## config.mk

```make
export PLATFORM = sky130hd
export DESIGN_NAME = atic_top
export DESIGN_NICKNAME = d
export VERILOG_FILES = /design/src/design/atic_pkg.sv /design/src/design/atic_top.sv /design/src/design/atic_trig_sel.sv
export VERILOG_INCLUDE_DIRS = /design/src /design/src/design
export SDC_FILE = /design/constraint.sdc
export NUM_CORES = 1
export LEC_CHECK = 0
export BUFFER_PORTS_ARGS = -buffer_cell sky130_fd_sc_hd__buf_2
export CORE_MARGIN = 2
export CORE_UTILIZATION = 53
export CTS_BUF_LIST = sky130_fd_sc_hd__clkbuf_16
export DETAILED_ROUTE_END_ITERATION = 7
export PLACE_DENSITY = 0.9
export RECOVER_POWER = 25
export SYNTH_ARGS = -nofsm -noshare
export SYNTH_HDL_FRONTEND = slang
export SYNTH_HIERARCHICAL = 1
export SYNTH_SLANG_ARGS = --single-unit
```

## constraint.sdc

```tcl
create_clock -name aclk -period 3.13 [get_ports aclk]
set_clock_uncertainty 0.2 [all_clocks]
set_input_delay 0.1565 -clock aclk [delete_from_list [all_inputs] [get_ports aclk]]
set_output_delay 0.1565 -clock aclk [all_outputs]
set_load 0.005 [all_outputs]
```

## src/design/atic_cfg.svh

```systemverilog
// Purpose: Constants for the converter trigger and input control block.
// Assumes: AXI4-Lite register access, 32-bit data, 8-bit registers and 10-bit result in low bits.
// Notes: Offsets other than the input disable register are local choices.
//
// Summary of operation
// - Polarity reversal bit swaps positive and negative inputs of the differential pair.
// - Control B bits 4 and 3 always read zero.
// - Trigger source field acts only while auto-trigger enable is set.
// - Auto-trigger starts a conversion on a rising edge of selected flag; edges before the last cycle of a running conversion are ignored.
// - Switching from a clear source to a set source counts as rising edge.
// - Switching to free-running code zero never makes a trigger event.
// - Codes 0..6 select free run, comparator, int0, match A, overflow, match B, pin change.
// - Input disable bits 5..2 map channels 0,2,3,1; bits 1,0 comparator inputs.
// - A disabled pin reads zero in the port input register.
// - Channel code 1111 routes and enables the temperature sensor.
// - With auto-trigger enabled, start on positive edge of selected trigger.
// - Conversion done flag sets when a conversion finishes and result updates.
// - Enable powers the converter; clearing it aborts a running conversion.
// - Bipolar mode gives two's complement 9 bits plus sign; unipolar 10 bits.
`ifndef ATIC_CFG_SVH
`define ATIC_CFG_SVH

`define ATIC_ADDR_W 8
`define ATIC_OFF_CTRL_A 8'h00
`define ATIC_OFF_CTRL_B 8'h04
`define ATIC_OFF_MUX 8'h08
`define ATIC_OFF_RESULT 8'h0C
`define ATIC_OFF_INPUT_DISABLE 8'h14
`define ATIC_OFF_PORT_IN 8'h18
`define ATIC_OFF_IRQ_STATUS 8'h1C
`define ATIC_OFF_IRQ_ENABLE 8'h20
`define ATIC_OFF_IRQ_CLEAR 8'h24

`define ATIC_A_ENABLE 7
`define ATIC_A_START 6
`define ATIC_A_AUTO 5
`define ATIC_A_DONE 4
`define ATIC_B_BIPOLAR 7
`define ATIC_B_POLREV 5
`define ATIC_B_RSV_MASK 8'hE7
`define ATIC_DIS_MASK 8'h3F
`define ATIC_MUX_CHAN_MASK 8'h0F
`define ATIC_TEMP_CODE 4'hF

`define ATIC_CONV_CYCLES 13
`define ATIC_FIRST_CONV_CYCLES 25
`define ATIC_CNT_W 5
`define ATIC_RESET_BYTE 8'h00
`define ATIC_RESP_OKAY 2'h0
`define ATIC_RESP_SLVERR 2'h2

`endif

```

## src/design/atic_pkg.sv

```systemverilog
// Purpose: Types for the converter trigger and input control block.
// Assumes: Constants live in atic_cfg.svh.
// Notes: Trigger codes follow the source field encoding.
package atic_pkg;
  typedef enum logic [2:0] {
    ATIC_TRG_FREE = 3'h0,
    ATIC_TRG_COMP = 3'h1,
    ATIC_TRG_INT0 = 3'h2,
    ATIC_TRG_MATCH_A = 3'h3,
    ATIC_TRG_OVF = 3'h4,
    ATIC_TRG_MATCH_B = 3'h5,
    ATIC_TRG_PINCHG = 3'h6,
    ATIC_TRG_RSV = 3'h7
  } atic_trg_e;

  typedef enum logic [1:0] {
    ATIC_ST_IDLE = 2'b01,
    ATIC_ST_CONV = 2'b10
  } atic_state_e;

  typedef struct packed {
    logic comparator;
    logic ext_int0;
    logic match_a;
    logic overflow;
    logic match_b;
    logic pin_change;
  } atic_trig_s;

  typedef struct packed {
    logic [3:0] pos_chan;
    logic [3:0] neg_chan;
    logic temp_sensor_en;
    logic bipolar;
    logic powered;
  } atic_route_s;
endpackage

```

## src/design/atic_top.sv

```systemverilog
// Purpose: Converter control: triggers, input disable, channel routing, registers.
// Assumes: AXI4-Lite slave, one clock, trigger flags synchronous to aclk.
// Notes: The analog core is modelled only by fixed conversion lengths, 25 cycles first and 13 after.
`timescale 1ns/100ps
`default_nettype none
`include "atic_cfg.svh"
module atic_top (
  input wire logic aclk,
  input wire logic aresetn,
  input wire logic [`ATIC_ADDR_W-1:0] s_axi_awaddr,
  input wire logic s_axi_awvalid,
  output logic s_axi_awready,
  input wire logic [31:0] s_axi_wdata,
  input wire logic [3:0] s_axi_wstrb,
  input wire logic s_axi_wvalid,
  output logic s_axi_wready,
  output logic [1:0] s_axi_bresp,
  output logic s_axi_bvalid,
  input wire logic s_axi_bready,
  input wire logic [`ATIC_ADDR_W-1:0] s_axi_araddr,
  input wire logic s_axi_arvalid,
  output logic s_axi_arready,
  output logic [31:0] s_axi_rdata,
  output logic [1:0] s_axi_rresp,
  output logic s_axi_rvalid,
  input wire logic s_axi_rready,
  input wire atic_pkg::atic_trig_s trig_flags,
  input wire logic [5:0] pin_level,
  input wire logic [9:0] analog_sample,
  output var atic_pkg::atic_route_s route_ff,
  output logic [5:0] input_buf_off_ff,
  output logic irq_ff
);
  // ---------------------------------------------------------------
  // Registers and state
  // ---------------------------------------------------------------
  logic [7:0] ctrl_a_ff;
  logic [7:0] ctrl_b_ff;
  logic [7:0] mux_ff;
  logic [7:0] dis_ff;
  logic [9:0] result_ff;
  logic [1:0] irq_stat_ff;
  logic [1:0] irq_en_ff;
  logic [5:0] pin_meta_ff;
  logic [5:0] pin_sync_ff;
  logic [5:0] pin_in_ff;
  logic [`ATIC_CNT_W-1:0] cnt_ff;
  logic first_ff;
  atic_pkg::atic_state_e state_ff;

  logic aw_held_ff;
  logic w_held_ff;
  logic [`ATIC_ADDR_W-1:0] awaddr_ff;
  logic [31:0] wdata_ff;
  logic [3:0] wstrb_ff;

  logic wr_fire;
  logic [`ATIC_ADDR_W-1:0] wr_addr;
  logic [31:0] wr_data;
  logic wr_lane0;
  logic trig_pulse;
  logic conv_done;
  logic conv_start;
  logic sw_start;
  logic enable_now;
  logic [7:0] nxt_rd;

  function automatic logic hit(input logic [`ATIC_ADDR_W-1:0] a, input logic [7:0] off);
    hit = (a == off);
  endfunction

  function automatic logic [9:0] code_result(input logic [9:0] s, input logic bip);
    // Bipolar keeps the sign in bit 9; unipolar is full 10-bit magnitude
    code_result = bip ? {s[9], s[8:0]} : s;
  endfunction

  // ---------------------------------------------------------------
  // AXI4-Lite write path
  // ---------------------------------------------------------------
  assign wr_addr = aw_held_ff ? awaddr_ff : s_axi_awaddr;
  assign wr_data = w_held_ff ? wdata_ff : s_axi_wdata;
  assign wr_fire = (aw_held_ff || s_axi_awvalid) && (w_held_ff || s_axi_wvalid) && !s_axi_bvalid;
  assign wr_lane0 = wr_fire && (w_held_ff ? wstrb_ff[0] : s_axi_wstrb[0]);

  always_ff @(posedge aclk) begin
    if (!aresetn) begin
      aw_held_ff <= 1'b0;
      w_held_ff <= 1'b0;
      awaddr_ff <= '0;
      wdata_ff <= 32'h00000000;
      wstrb_ff <= 4'h0;
      s_axi_awready <= 1'b0;
      s_axi_wready <= 1'b0;
    end else begin
      s_axi_awready <= 1'b0;
      s_axi_wready <= 1'b0;
      if (wr_fire) begin
        aw_held_ff <= 1'b0;
        w_held_ff <= 1'b0;
        s_axi_awready <= !aw_held_ff;
        s_axi_wready <= !w_held_ff;
      end else begin
        if (s_axi_awvalid && !aw_held_ff && !s_axi_awready) begin
          aw_held_ff <= 1'b1;
          awaddr_ff <= s_axi_awaddr;
          s_axi_awready <= 1'b1;
        end
        if (s_axi_wvalid && !w_held_ff && !s_axi_wready) begin
          w_held_ff <= 1'b1;
          wdata_ff <= s_axi_wdata;
          wstrb_ff <= s_axi_wstrb;
          s_axi_wready <= 1'b1;
        end
      end
    end
  end

  always_ff @(posedge aclk) begin
    if (!aresetn) begin
      s_axi_bvalid <= 1'b0;
      s_axi_bresp <= `ATIC_RESP_OKAY;
    end else if (wr_fire) begin
      s_axi_bvalid <= 1'b1;
      s_axi_bresp <= (hit(wr_addr, `ATIC_OFF_CTRL_A) || hit(wr_addr, `ATIC_OFF_CTRL_B) ||
                      hit(wr_addr, `ATIC_OFF_MUX) || hit(wr_addr, `ATIC_OFF_INPUT_DISABLE) ||
                      hit(wr_addr, `ATIC_OFF_IRQ_ENABLE) || hit(wr_addr, `ATIC_OFF_IRQ_CLEAR) ||
                      hit(wr_addr, `ATIC_OFF_RESULT) || hit(wr_addr, `ATIC_OFF_PORT_IN) ||
                      hit(wr_addr, `ATIC_OFF_IRQ_STATUS)) ? `ATIC_RESP_OKAY : `ATIC_RESP_SLVERR;
    end else if (s_axi_bready) begin
      s_axi_bvalid <= 1'b0;
    end
  end

  // ---------------------------------------------------------------
  // Control registers
  // ---------------------------------------------------------------
  assign sw_start = wr_lane0 && hit(wr_addr, `ATIC_OFF_CTRL_A) && wr_data[`ATIC_A_START];
  assign enable_now = wr_lane0 && hit(wr_addr, `ATIC_OFF_CTRL_A) ? wr_data[`ATIC_A_ENABLE]
                                                                 : ctrl_a_ff[`ATIC_A_ENABLE];

  always_ff @(posedge aclk) begin
    if (!aresetn) begin
      ctrl_a_ff <= `ATIC_RESET_BYTE;
    end else begin
      if (wr_lane0 && hit(wr_addr, `ATIC_OFF_CTRL_A)) begin
        ctrl_a_ff[`ATIC_A_ENABLE] <= wr_data[`ATIC_A_ENABLE];
        ctrl_a_ff[`ATIC_A_AUTO] <= wr_data[`ATIC_A_AUTO];
        ctrl_a_ff[3:0] <= wr_data[3:0];
      end
      // Done flag: set wins over a write-one clear in the same cycle
      if (conv_done) begin
        ctrl_a_ff[`ATIC_A_DONE] <= 1'b1;
      end else if (wr_lane0 && hit(wr_addr, `ATIC_OFF_CTRL_A) && wr_data[`ATIC_A_DONE]) begin
        ctrl_a_ff[`ATIC_A_DONE] <= 1'b0;
      end
      ctrl_a_ff[`ATIC_A_START] <= (state_ff == atic_pkg::ATIC_ST_CONV) && !conv_done &&
                                  enable_now;
    end
  end

  always_ff @(posedge aclk) begin
    if (!aresetn) begin
      ctrl_b_ff <= `ATIC_RESET_BYTE;
      mux_ff <= `ATIC_RESET_BYTE;
      dis_ff <= `ATIC_RESET_BYTE;
    end else if (wr_lane0) begin
      if (hit(wr_addr, `ATIC_OFF_CTRL_B)) begin
        ctrl_b_ff <= wr_data[7:0] & `ATIC_B_RSV_MASK;
      end
      if (hit(wr_addr, `ATIC_OFF_MUX)) begin
        mux_ff <= wr_data[7:0] & `ATIC_MUX_CHAN_MASK;
      end
      if (hit(wr_addr, `ATIC_OFF_INPUT_DISABLE)) begin
        dis_ff <= wr_data[7:0] & `ATIC_DIS_MASK;
      end
    end
  end

  // ---------------------------------------------------------------
  // Trigger selection and conversion sequencing
  // ---------------------------------------------------------------
  atic_trig_sel u_trig_sel (
    .aclk(aclk),
    .aresetn(aresetn),
    .auto_en(ctrl_a_ff[`ATIC_A_AUTO]),
    .src(atic_pkg::atic_trg_e'(ctrl_b_ff[2:0])),
    .flags(trig_flags),
    .trig_pulse(trig_pulse)
  );

  // Enable as written this cycle, so start and enable may arrive in one write
  assign conv_done = (state_ff == atic_pkg::ATIC_ST_CONV) && (cnt_ff == '0) &&
                     enable_now;
  // Free running restarts right on completion, without waiting for the flag
  assign conv_start = enable_now &&
                      (sw_start || trig_pulse ||
                       (conv_done && ctrl_a_ff[`ATIC_A_AUTO] &&
                        ctrl_b_ff[2:0] == 3'h0));

  always_ff @(posedge aclk) begin
    if (!aresetn) begin
      state_ff <= atic_pkg::ATIC_ST_IDLE;
      cnt_ff <= '0;
      first_ff <= 1'b1;
    end else if (!enable_now) begin
      state_ff <= atic_pkg::ATIC_ST_IDLE;
      cnt_ff <= '0;
      first_ff <= 1'b1;
    end else begin
      unique case (state_ff)
        atic_pkg::ATIC_ST_IDLE: begin
          if (conv_start) begin
            state_ff <= atic_pkg::ATIC_ST_CONV;
            cnt_ff <= first_ff ? `ATIC_CNT_W'(`ATIC_FIRST_CONV_CYCLES - 1)
                               : `ATIC_CNT_W'(`ATIC_CONV_CYCLES - 1);
            first_ff <= 1'b0;
          end
        end
        atic_pkg::ATIC_ST_CONV: begin
          if (cnt_ff != '0) begin
            cnt_ff <= cnt_ff - `ATIC_CNT_W'(1);
          end else if (conv_start) begin
            cnt_ff <= `ATIC_CNT_W'(`ATIC_CONV_CYCLES - 1);
          end else begin
            state_ff <= atic_pkg::ATIC_ST_IDLE;
          end
        end
      endcase
    end
  end

  always_ff @(posedge aclk) begin
    if (!aresetn) begin
      result_ff <= 10'h000;
    end else if (conv_done) begin
      result_ff <= code_result(analog_sample, ctrl_b_ff[`ATIC_B_BIPOLAR]);
    end
  end

  // ---------------------------------------------------------------
  // Analog routing and input buffers
  // ---------------------------------------------------------------
  always_ff @(posedge aclk) begin
    if (!aresetn) begin
      route_ff <= '0;
      input_buf_off_ff <= 6'h00;
    end else begin
      // Swapped pair lets a unipolar 10-bit conversion use either polarity
      route_ff.pos_chan <= ctrl_b_ff[`ATIC_B_POLREV] ? {2'h0, mux_ff[1:0]} : mux_ff[3:0];
      route_ff.neg_chan <= ctrl_b_ff[`ATIC_B_POLREV] ? mux_ff[3:0] : {2'h0, mux_ff[1:0]};
      route_ff.temp_sensor_en <= (mux_ff[3:0] == `ATIC_TEMP_CODE);
      route_ff.bipolar <= ctrl_b_ff[`ATIC_B_BIPOLAR];
      route_ff.powered <= ctrl_a_ff[`ATIC_A_ENABLE];
      // Bit order: ch0, ch2, ch3, ch1, comparator neg, comparator pos
      input_buf_off_ff <= dis_ff[5:0];
    end
  end

  always_ff @(posedge aclk) begin
    if (!aresetn) begin
      pin_meta_ff <= 6'h00;
      pin_sync_ff <= 6'h00;
      pin_in_ff <= 6'h00;
    end else begin
      pin_meta_ff <= pin_level;
      pin_sync_ff <= pin_meta_ff;
      pin_in_ff <= pin_sync_ff & ~dis_ff[5:0];
    end
  end

  // ---------------------------------------------------------------
  // Interrupts: bit0 conversion done, bit1 auto trigger edge seen while enabled
  // ---------------------------------------------------------------
  always_ff @(posedge aclk) begin
    if (!aresetn) begin
      irq_stat_ff <= 2'h0;
      irq_en_ff <= 2'h0;
      irq_ff <= 1'b0;
    end else begin
      if (wr_lane0 && hit(wr_addr, `ATIC_OFF_IRQ_ENABLE)) begin
        irq_en_ff <= wr_data[1:0];
      end
      irq_stat_ff <= (irq_stat_ff & ~((wr_lane0 && hit(wr_addr, `ATIC_OFF_IRQ_CLEAR))
                                      ? wr_data[1:0] : 2'h0))
                     | {trig_pulse && enable_now, conv_done};
      irq_ff <= |(irq_stat_ff & irq_en_ff);
    end
  end

  // ---------------------------------------------------------------
  // AXI4-Lite read path
  // ---------------------------------------------------------------
  always_comb begin
    nxt_rd = 8'h00;
    if (hit(s_axi_araddr, `ATIC_OFF_CTRL_A)) nxt_rd = ctrl_a_ff;
    if (hit(s_axi_araddr, `ATIC_OFF_CTRL_B)) nxt_rd = ctrl_b_ff & `ATIC_B_RSV_MASK;
    if (hit(s_axi_araddr, `ATIC_OFF_MUX)) nxt_rd = mux_ff;
    if (hit(s_axi_araddr, `ATIC_OFF_INPUT_DISABLE)) nxt_rd = dis_ff;
    if (hit(s_axi_araddr, `ATIC_OFF_PORT_IN)) nxt_rd = {2'h0, pin_in_ff};
    if (hit(s_axi_araddr, `ATIC_OFF_IRQ_STATUS)) nxt_rd = {6'h00, irq_stat_ff};
    if (hit(s_axi_araddr, `ATIC_OFF_IRQ_ENABLE)) nxt_rd = {6'h00, irq_en_ff};
  end

  always_ff @(posedge aclk) begin
    if (!aresetn) begin
      s_axi_arready <= 1'b0;
      s_axi_rvalid <= 1'b0;
      s_axi_rdata <= 32'h00000000;
      s_axi_rresp <= `ATIC_RESP_OKAY;
    end else begin
      s_axi_arready <= 1'b0;
      if (s_axi_rvalid) begin
        if (s_axi_rready) begin
          s_axi_rvalid <= 1'b0;
        end
      end else if (s_axi_arvalid && !s_axi_arready) begin
        s_axi_arready <= 1'b1;
        s_axi_rvalid <= 1'b1;
        s_axi_rdata <= hit(s_axi_araddr, `ATIC_OFF_RESULT) ? {22'h000000, result_ff}
                                                          : {24'h000000, nxt_rd};
        s_axi_rresp <= (hit(s_axi_araddr, `ATIC_OFF_CTRL_A) ||
                        hit(s_axi_araddr, `ATIC_OFF_CTRL_B) ||
                        hit(s_axi_araddr, `ATIC_OFF_MUX) ||
                        hit(s_axi_araddr, `ATIC_OFF_RESULT) ||
                        hit(s_axi_araddr, `ATIC_OFF_INPUT_DISABLE) ||
                        hit(s_axi_araddr, `ATIC_OFF_PORT_IN) ||
                        hit(s_axi_araddr, `ATIC_OFF_IRQ_STATUS) ||
                        hit(s_axi_araddr, `ATIC_OFF_IRQ_ENABLE) ||
                        hit(s_axi_araddr, `ATIC_OFF_IRQ_CLEAR)) ? `ATIC_RESP_OKAY
                                                                : `ATIC_RESP_SLVERR;
      end
    end
  end
endmodule
`default_nettype wire

```

## src/design/atic_trig_sel.sv

```systemverilog
// Purpose: Picks the selected trigger flag and detects its rising edge.
// Assumes: Flags are synchronous to aclk.
// Notes: Edge is taken on the muxed signal so source switches count.
`timescale 1ns/100ps
`default_nettype none
module atic_trig_sel (
  input wire logic aclk,
  input wire logic aresetn,
  input wire logic auto_en,
  input wire atic_pkg::atic_trg_e src,
  input wire atic_pkg::atic_trig_s flags,
  output logic trig_pulse
);
  logic sel_level;
  logic sel_level_ff;

  always_comb begin
    unique case (src)
      atic_pkg::ATIC_TRG_COMP: sel_level = flags.comparator;
      atic_pkg::ATIC_TRG_INT0: sel_level = flags.ext_int0;
      atic_pkg::ATIC_TRG_MATCH_A: sel_level = flags.match_a;
      atic_pkg::ATIC_TRG_OVF: sel_level = flags.overflow;
      atic_pkg::ATIC_TRG_MATCH_B: sel_level = flags.match_b;
      atic_pkg::ATIC_TRG_PINCHG: sel_level = flags.pin_change;
      atic_pkg::ATIC_TRG_FREE: sel_level = 1'b0;
      atic_pkg::ATIC_TRG_RSV: sel_level = 1'b0;
    endcase
  end

  always_ff @(posedge aclk) begin
    if (!aresetn) begin
      sel_level_ff <= 1'b0;
    end else begin
      sel_level_ff <= sel_level;
    end
  end

  // Mux before edge detect: clear-to-set source switch is an edge
  assign trig_pulse = auto_en && sel_level && !sel_level_ff;
endmodule
`default_nettype wire

```

==> metrics.md, run 1 <==
| Metric | Value |
|---|---|
| Drt first pass iters | 8 |
| Peak Freq | 0.331 GHz |
| Post-synth EDFFs | 0 |
| Leakage | 2.83 nW |
| Mapped Cells | 569 |
| GP Congestion | 1.09 |
| CTS Sinks | 117 |
| R2R setup slack | 0.11 ns |
| Setup TNS | 0 ns |
| Clk_lat worst skew | 0.42 ns |
| Initial Util | 54.0% |
| Critical Path Start Type | flop |
| CP delay by family, top | compound AO/OA/AOI/OAI gates |
| Mapped Area | 0.00521 sq mm |
| CP max-delay cell | dfxtp_1 |
| Detailed-route via count | 4971 |
| Core Area | 0.00964 sq mm |
| Crit path to | cnt_ff[3] |
| Final setup fails | 0 |
| First-pass GRT wire length | 24.0 mm |
| CP endpoint kind | flop |
| Post-CTS Resized | 0 |
| Largest family of logic cells by synthesized area | simple AND/OR/NAND/NOR gates |
| Clock Pin Slew Worst Setup and Hold Paths | 0.06 ns |
| R2r worst-path depth | 8 |
| Most frequent cells in the layout | 117 x dfxtp_1, 78 x nor2_1, 76 x buf_2, 55 x mux2i_1 |
| Final ANT Viol Nets | 0 |
| Synth cell types | 64 |
| Clk buf depth | 2 |
| Share of post-route cells with drive strength above 1 | 20.0% |
| #FFs+latches synth | 117 |
| Antenna cells | 0 |
| Adder-cell share of the synthesized area | 0.481% |
| Synthesized-area fraction occupied by xor and xnor cells | 0% |
| Multi-input logic area | 0.00260 sq mm |
| PwrDens | 593 mW/mm^2 |
| CP Data Arrival Time | 3.15 ns |
| I/O pins | 140 |
| Fill count | 632 |
| Sequential share of the synthesized area | 45.0% |
| Die extent in x | 103 microns |
| RSZ-0062 raised after global routing | false |
| Asr flop ratio synth | 0% |
| Failing checks | design-rule violations |
| RR Endpoint | cnt_ff[3] |
| WP buf/inv | 1 |
| Syn Area/Cell | 9.15 sq um |
| Post-placement worst setup slack | 0.383 ns |
| Period utilisation layout | 96.6% |
| Compound-Gate Fraction of Synth Area | 11.6% |
| Grt ovf | 0 |
| GRT Total Usage | 30.1% |
| Floorplan row count | 36 |
| Vias in the first global route | 4775 |
| Multiplexer area fraction after synthesis | 13.6% |
| Actual slew at the worst max-slew pin | 0.963 ns |
| Via density | 5.83 |
| Commonest non-fill, non-tap cell in the layout | dfxtp_1 |
| Post-route setup slack | 0.108 ns |
| Pin count of the biggest net entering global routing | 55 |
| Period minus WS final | 3.02 ns |
| Setup Crit Path Kind | reg -> reg |
| H-tree depth | 4 |
| YS warnings | 6 |
| CP max stage delay | 0.52 ns |
| Top_reg_cell synth | dfxtp_1 |
| Routed wire length per instance | 18.4 microns |
| CTS root buf | clkbuf_16 |
| Nets | 790 |
| Levels on crit path | 8 |
| CTS buffer count | 17 |
| Detailed Route Iter0 Violations | 768 |
| Initial antenna violation count | 0 |
| WL final | 15.7 mm |
| CTS tree | done |
| Post-Route Utilization | 70.5% |
| Critical Path RT | 3.26 ns |
| Simple-gate portion of the synthesized area | 22.5% |
| Worst setup path startpoint | ctrl_b_ff[0] |
| Reg-to-Reg Start | ctrl_b_ff[0] |
| Final hold vios | 0 |
| Cell chain of the critical path | mux2i_1 -> mux4_2 -> nor3b_2 -> inv_1 -> o311ai_1 -> nand4_1 -> a311o_1 -> a21oi_1 |
| Die area | 0.0106 sq mm |
| Max-slew violations | 0 |
| Maxcap violations | 0 |
| Status | finished, violations left |
| Hold Slack | 0.0352 ns |
| DRC | 18 |
| Hold Crit Class | in -> reg |
| Die span in y | 103 microns |
| Crit-path max FO | 7 |
| Seq. cell area | 0.00234 sq mm |
| Synth-to-Final Area Change | 30.4% |
| IO Port Bufs | 88 |
| Worst slew margin | 35.7% |
| Peak supply drop | 0.000318 V |
| HPWL Detailed | 9.26 mm |
## area by class of cell
| class | instances | area share [%] |
|---|---|---|
| multi-input combinational | 408 | 38.2 |
| sequential | 117 | 34.5 |
| clock buffer | 17 | 6.26 |
| clock inverter | 15 | 3.13 |
| tap | 133 | 2.45 |
| inverter | 16 | 0.884 |
| timing repair buffer | 147 | 14.5 |
## flip-flops by register name (all words and copies together) (netlist names), 2 cells and up
signal and flops:
state_ff 2, wdata_ff 8, ctrl_b_ff 6, awaddr_ff 8
irq_stat_ff 2, pin_in_ff 6, cnt_ff 5, s_axi_rdata 10
irq_en_ff 2, dis_ff 6, pin_meta_ff 6, route_ff 9
input_buf_off_ff 6, result_ff 10, pin_sync_ff 6, ctrl_a_ff 8
mux_ff 4
## stage by stage
| stage | cells | cell area, sq um | total power (W) |
|---|---|---|---|
| CTS | 853 | 6810 | 0.00402 |
| finish | 853 | 6790 | 0.00402 |
| detailed placement | 772 | 5680 | 0.00190 |
| global route | 853 | 6790 | 0.00414 |
| floorplan | 592 | 5290 | 0.00181 |
| global placement | 772 | 5680 | 0.00188 |
## tightest hold or removal path, delay by kind of cell
| family | cells | cell delay [ns] |
|---|---|---|
| compound gates | 2 | 0.27 |
| buf+inv | 1 | 0.17 |
## timing repair
| action | CTS | global route |
|---|---|---|
| hold buffers | 49 | 0 |
| hold endpoints to repair | 48 | 0 |
| buffers inserted | 0 | 0 |
## cell usage after synthesis (6+ instances only)
library cell / instances / area, sq um
a211oi_1: 6 / 45.0
a21oi_1: 18 / 90.1
a221oi_1: 7 / 61.3
a31oi_1: 7 / 43.8
and2_1: 24 / 150
buf_4: 27 / 203
clkbuf_1: 21 / 78.8
dfxtp_1: 117 / 2340
inv_1: 14 / 52.6
mux2_2: 12 / 135
mux2i_1: 55 / 551
nand2_1: 49 / 184
nand2b_1: 9 / 56.3
nand3_1: 10 / 50.1
nor2_1: 78 / 293
nor3_1: 11 / 55.1
nor3b_1: 6 / 45.0
o21ai_0: 10 / 50.1
## worst min path at each step
stage                    startpoint                      end  slack, ns  cells after the start
floorplan                   aresetn  u_trig_sel/sel_level_ff       0.07                      2
global placement       pin_level[4]           pin_meta_ff[4]       0.16                      2
detailed placement     pin_level[5]           pin_meta_ff[5]       0.17                      2
CTS                 s_axi_araddr[5]           s_axi_rresp[1]      0.009                      3
global route        s_axi_araddr[5]           s_axi_rresp[1]       0.01                      3
finish              s_axi_araddr[5]           s_axi_rresp[1]       0.04                      3
## per-layer routing
metal	global-route usage [%]	share of wire [%]	vias up
met5	0	0	-
met4	16.7	5.4	0
met3	9.08	9.0	98
met2	51.7	49	335
met1	33.2	36	2311
li1	-	-	2227
## power breakdown
| group | total (W) | internal (W) | switching [W] |
|---|---|---|---|
| Clock | 0.00209 | 0.00140 | 0.000692 |
| Sequential | 0.00156 | 0.00153 | 0.0000267 |
| Combinational | 0.000372 | 0.000164 | 0.000207 |
## cell families after synthesis
| kind of cell | after synthesis |
|---|---|
| multiplexers | 68 |
| AND/OR/NAND/NOR | 229 |
| adder cells (fa/ha/maj) | 2 |
| buffers and inverters | 67 |
| AO/OA/AOI/OAI | 85 |
| other | 1 |
| flip-flops | 117 |
Note: power is estimated with default switching activity, not from simulation.
==> run 2, diff against run 1 <==
Settings changed: MAX_ROUTING_LAYER from default to met4.
==> run 2 against run 1 <==
Net effect:
- the flow now finishes without violations
- via count decreased by 6.2%
- fmax rose by 6.6%
- die area did not move
- critical path type unchanged
==> metrics.md, run 2 (synthesis results as in run 1) <==
| Metric | Value |
|---|---|
| IO Port Bufs | 88 (unchanged) |
| Setup Crit Path Kind | reg -> reg |
| Post-placement worst setup slack | 0.359 ns (-0.0240 ns) |
| H-tree depth | 4 (unchanged) |
| Most frequent cells in the layout | 117 x dfxtp_1, 85 x buf_2, 78 x nor2_1, 55 x mux2i_1, 49 x nand2_1 |
| CP max stage delay | 0.67 ns (+0.15 ns) |
| Pin count of the biggest net entering global routing | 55 (unchanged) |
| Crit-path max FO | 18 (+11) |
| Hold Slack | 0.0390 ns (+0.00387 ns) |
| Routed wire length per instance | 16.6 microns (-9.7%) |
| Synth-to-Final Area Change | 28.4% |
| Status | complete, no violations |
| CTS root buf | clkbuf_16 |
| Clk buf depth | 2 (unchanged) |
| CP endpoint kind | flop |
| CTS tree | done |
| GRT Total Usage | 28.0% (-2.1 points) |
| Post-route setup slack | 0.294 ns (+0.186 ns) |
| Clk_lat worst skew | 0.41 ns (about the same) |
| Die span in y | 103 microns (unchanged) |
| Fill count | 748 (+18%) |
| Drt first pass iters | 6 (-2) |
| Leakage | 2.81 nW (-0.77%) |
| Peak Freq | 0.353 GHz (+6.6%) |
| Critical Path Start Type | flop |
| Initial Util | 54.0% (unchanged) |
| Maxcap violations | 0 (unchanged) |
| Initial antenna violation count | 0 (unchanged) |
| CP delay by family, top | flip-flops |
| CTS Sinks | 117 (unchanged) |
| WP buf/inv | 2 (+1) |
| Core Area | 0.00964 sq mm (unchanged) |
| Max-slew violations | 0 (unchanged) |
| Floorplan row count | 36 (unchanged) |
| RSZ-0062 raised after global routing | false |
| DRC | 0 (-18) |
| CP max-delay cell | dfxtp_1 |
| First-pass GRT wire length | 21.8 mm (-9.1%) |
| Die area | 0.0106 sq mm (unchanged) |
| Seq. cell area | 0.00234 sq mm (unchanged) |
| Post-CTS Resized | 0 (unchanged) |
| Via density | 5.52 (-5.3%) |
| Antenna cells | 0 (unchanged) |
| CP Data Arrival Time | 2.96 ns (-0.19 ns) |
| Multi-input logic area | 0.00260 sq mm (unchanged) |
| Worst slew margin | 15.6% (-20 points) |
| Peak supply drop | 0.000368 V (+16%) |
| HPWL Detailed | 9.32 mm (+0.65%) |
| Commonest non-fill, non-tap cell in the layout | dfxtp_1 |
| Die extent in x | 103 microns (unchanged) |
| Hold Crit Class | in -> reg |
| WL final | 14.0 mm (-11%) |
| Period minus WS final | 2.84 ns (-0.186 ns) |
| Final setup fails | 0 (unchanged) |
| CTS buffer count | 17 (unchanged) |
| Placed cell areas | 0.00568 sq mm (unchanged) |
| Cell chain of the critical path | or3b_1 -> a222oi_1 -> buf_4 -> and3_1 -> o21a_1 -> buf_4 -> mux2i_1 |
| R2R setup slack | 0.29 ns (+0.19 ns) |
| Setup TNS | 0 ns (unchanged) |
| Regs by FF count | result_ff x10, s_axi_rdata x10, route_ff x9 |
| Detailed Route Iter0 Violations | 383 (-50%) |
| Period utilisation layout | 90.6% (-5.9 points) |
| Grt ovf | 0 (unchanged) |
| Most numerous cell on the critical path | buf_4 |
| Critical Path RT | 3.25 ns (about the same) |
| Vias in the first global route | 4526 (-5.2%) |
| Final hold vios | 0 (unchanged) |
| Clock Pin Slew Worst Setup and Hold Paths | 0.06 ns (about the same) |
| Share of post-route cells with drive strength above 1 | 22.1% (+2.1 points) |
| I/O pins | 140 (unchanged) |
| Design area | 0.00668 sq mm (-1.6%) |
| Actual slew at the worst max-slew pin | 1.27 ns (+0.303 ns) |
| Nets | 782 (-1.0%) |
| Final ANT Viol Nets | 0 (unchanged) |
| GP Congestion | 0.949 (-13%) |
| Detailed-route via count | 4662 (-6.2%) |
| PwrDens | 575 mW/mm^2 (-2.9%) |
==> run 2: cell count changes in the layout (fill, tap and decap cells not counted), moves of 3 or more <==
cell | previous run | this run
and2_1 | 16 | 21
inv_6 | 0 | 5
bufinv_16 | 5 | 2
clkbuf_1 | 12 | 3
dlygate4sd3_1 | 49 | 41
and2_0 | 8 | 3
buf_2 | 76 | 85
==> run 2: layout make-up <==
cell class                 instances  share of cell area (%)
timing repair buffer             139                    13.8
multi-input combinational        408                    38.9
clock inverter                    15                    2.55
tap                              133                    2.49
inverter                          16                   0.899
clock buffer                      17                    6.36
sequential                       117                    35.0
==> run 2: per-layer routing <==
metal,vias to the layer above,routed length (microns),track usage (%)
met5,-,0,-
li1,2213,-,-
met3,44,931,8.27
met4,0,389,11.2
met2,215,6950,46.3
met1,2190,5740,31.8
==> run 2: worst reg2reg max path: stages, from the launching register on <==
cell      delay [ns]
dfxtp_1         0.67
or3b_1          0.43
a222oi_1        0.38
buf_4           0.22
and3_1          0.20
o21a_1          0.12
buf_4           0.24
mux2i_1         0.29
==> run 2: what timing repair did <==
item / in CTS / in global routing
setup buffers: 0 / 0
hold endpoints to repair: 41 / 0
hold buffers: 41 / 0
==> run 2: path summary, 6_finish.rpt <==
path,from,cells after the start,to
max,aw_held_ff,7,result_ff[9]
min,trig_flags[5],4,u_trig_sel/sel_level_ff
max reg2reg,aw_held_ff,7,result_ff[9]
min reg2reg,pin_sync_ff[5],2,pin_in_ff[5]
==> run 2: power breakdown <==
group | leakage [nW] | internal [W] | switching [W]
registers | 0.950 | 0.00153 | 0.0000285
logic | 1.58 | 0.000158 | 0.000197
clock network | 0.281 | 0.00119 | 0.000742
total | 2.81 | 0.00288 | 0.000967
==> run 2: stage by stage <==
step	cells	util [%]	power (W)
2_1_floorplan	592	-	0.00181
3_3_place_gp	772	58.9	0.00189
3_5_place_dp	772	58.9	0.00190
4_1_cts	845	69.4	0.00386
5_1_grt	845	69.3	0.00398
6_report	845	69.3	0.00385
==> run 3, diff against run 2 <==
Settings changed: HOLD_SLACK_MARGIN from default to 0.1.
==> run 3 against run 2 <==
Net effect:
- setup slack worse by 0.049 ns
- critical path depth stayed put
- routed wire length grew 3.2%
- die area unchanged
- non-clock buffer count increased by 16
- sequential power about the same
- critical endpoint is now result_ff[4]
- cell count rose by 1.9%
- largest cell class unchanged
==> metrics.md, run 3 (synthesis results as in run 1) <==
| Metric | Value |
|---|---|
| Overall Power | 0.00387 W (+0.63%) |
| Nets | 798 (+2.0%) |
| Maxcap violations | 0 (unchanged) |
| Die area | 0.0106 sq mm (unchanged) |
| CTS Hold Buffers Added | 57 (+39%) |
| Initial antenna violation count | 0 (unchanged) |
| Hold Crit Class | in -> reg |
| Drt first pass iters | 6 (unchanged) |
| Post-CTS Resized | 0 (unchanged) |
| Grt ovf | 0 (unchanged) |
| CTS root buf | clkbuf_16 |
| Period utilisation layout | 92.2% (+1.6 points) |
| HPWL Detailed | 9.32 mm (unchanged) |
| First-pass GRT wire length | 22.5 mm (+3.2%) |
| Antenna cells | 0 (unchanged) |
| CP max-delay cell | dfxtp_1 |
| Floorplan row count | 36 (unchanged) |
| Clk_lat worst skew | 0.42 ns (about the same) |
| Final setup fails | 0 (unchanged) |
| Detailed-route via count | 4790 (+2.7%) |
| Final hold vios | 0 (unchanged) |
| Detailed Route Iter0 Violations | 434 (+13%) |
| Peak Freq | 0.347 GHz (-1.7%) |
| I/O pins | 140 (unchanged) |
| Clock Pin Slew Worst Setup and Hold Paths | 0.06 ns (about the same) |
| # Post-CTS Setup Buffers | 0 (unchanged) |
| Max-slew violations | 0 (unchanged) |
| GRT Total Usage | 28.9% (+0.87 points) |
| Core Area | 0.00964 sq mm (unchanged) |
| RSZ-0062 raised after global routing | false |
| Leakage | 2.77 nW (-1.6%) |
| CTS tree | done |
| IO Port Bufs | 88 (unchanged) |
| Clk buf depth | 2 (unchanged) |
| Crit-path max FO | 18 (unchanged) |
| Most numerous cell on the critical path | buf_4 |
| Worst slew margin | 16.8% (+1.1 points) |
| Share of post-route cells with drive strength above 1 | 18.1% (-3.9 points) |
| Critical Path Start Type | flop |
| Period minus WS final | 2.89 ns (+0.0493 ns) |
| Actual slew at the worst max-slew pin | 1.25 ns (-0.0171 ns) |
| CP endpoint kind | flop |
| Final ANT Viol Nets | 0 (unchanged) |
| Most frequent cells in the layout | 117 x dfxtp_1, 78 x nor2_1, 60 x buf_2, 57 x dlygate4sd3_1, 55 x mux2i_1 |
| PwrDens | 568 mW/mm^2 (-1.3%) |
| WL final | 14.5 mm (+3.2%) |
| Fill count | 740 (-1.1%) |
| Routed wire length per instance | 16.8 microns (+1.3%) |
| GP Congestion | 0.949 (unchanged) |
| Regs by FF count | result_ff x10, s_axi_rdata x10, route_ff x9 |
| Critical Path RT | 3.25 ns (about the same) |
| Die extent in x | 103 microns (unchanged) |
| Setup TNS | 0 ns (unchanged) |
| CTS Sinks | 117 (unchanged) |
| Initial Util | 54.0% (unchanged) |
| CP Data Arrival Time | 3.01 ns (+0.05 ns) |
| Setup Crit Path Kind | reg -> reg |
| Cell chain of the critical path | or3b_1 -> a222oi_1 -> buf_4 -> and3_1 -> o21a_1 -> buf_4 -> mux2i_1 |
| Via density | 5.56 (+0.84%) |
| Post-Route Utilization | 70.7% (+1.3 points) |
| Status | complete, no violations |
| DRC | 0 (unchanged) |
| H-tree depth | 4 (unchanged) |
| Vias in the first global route | 4615 (+2.0%) |
| CTS buffer count | 17 (unchanged) |
| Peak supply drop | 0.000375 V (+1.7%) |
| Pin count of the biggest net entering global routing | 55 (unchanged) |
| Commonest non-fill, non-tap cell in the layout | dfxtp_1 |
| Die span in y | 103 microns (unchanged) |
| Synth-to-Final Area Change | 30.8% |
| CP max stage delay | 0.68 ns (about the same) |
## run 3: worst max-delay path: cells and delay by family, from the launching register on
family	cells	cell delay, ns
mux	1	0.31
buf+inv	2	0.46
compound gates	2	0.53
flops	1	0.68
simple gates	2	0.61
## run 3: worst paths after layout
| kind | start | to | slack, ns | depth (start not counted) |
|---|---|---|---|---|
| max | aw_held_ff | result_ff[4] | 0.24 | 7 |
| min | s_axi_arvalid | s_axi_arready | 0.13 | 3 |
| max reg2reg | aw_held_ff | result_ff[4] | 0.24 | 7 |
| min reg2reg | pin_sync_ff[5] | pin_in_ff[5] | 0.21 | 2 |
## run 3: final cells by class
| cell class | instances | area, sq um | area share [%] |
|---|---|---|---|
| repair buffers | 155 | 1050 | 15.4 |
| inverters | 16 | 60.1 | 0.882 |
| flip-flops and latches | 117 | 2340 | 34.4 |
| clock inverters | 15 | 170 | 2.50 |
| well taps | 133 | 166 | 2.44 |
| clock buffers | 17 | 425 | 6.24 |
| multi-input cells | 408 | 2600 | 38.1 |
## run 3: power breakdown
part | switching (W) | internal [W] | total (W) | leakage, nW
clock | 0.000752 | 0.00119 | 0.00194 | 0.281
combinational | 0.000201 | 0.000167 | 0.000368 | 1.53
sequential | 0.0000293 | 0.00153 | 0.00156 | 0.950
## run 3: through the flow
| step | instance area, sq um | worst slack, ns | instances | hold slack [ns] |
|---|---|---|---|---|
| 2_1_floorplan | 5290 | 0.779 | 592 | 0.0687 |
| 3_5_place_dp | 5680 | 0.359 | 772 | 0.165 |
| 4_1_cts | 6850 | 0.350 | 861 | 0.101 |
| 6_report | 6810 | 0.244 | 861 | 0.125 |
| 5_1_grt | 6810 | 0.134 | 861 | 0.136 |
| 3_3_place_gp | 5680 | 0.358 | 772 | 0.161 |
## run 3: per-layer routing
metal | routed length [microns] | vias to the layer above | track usage (%)
met4 | 564 | 0 | 14.9
met3 | 1020 | 62 | 6.98
li1 | - | 2245 | -
met1 | 5840 | 2235 | 33.1
met5 | 0 | - | -
met2 | 7040 | 248 | 46.9
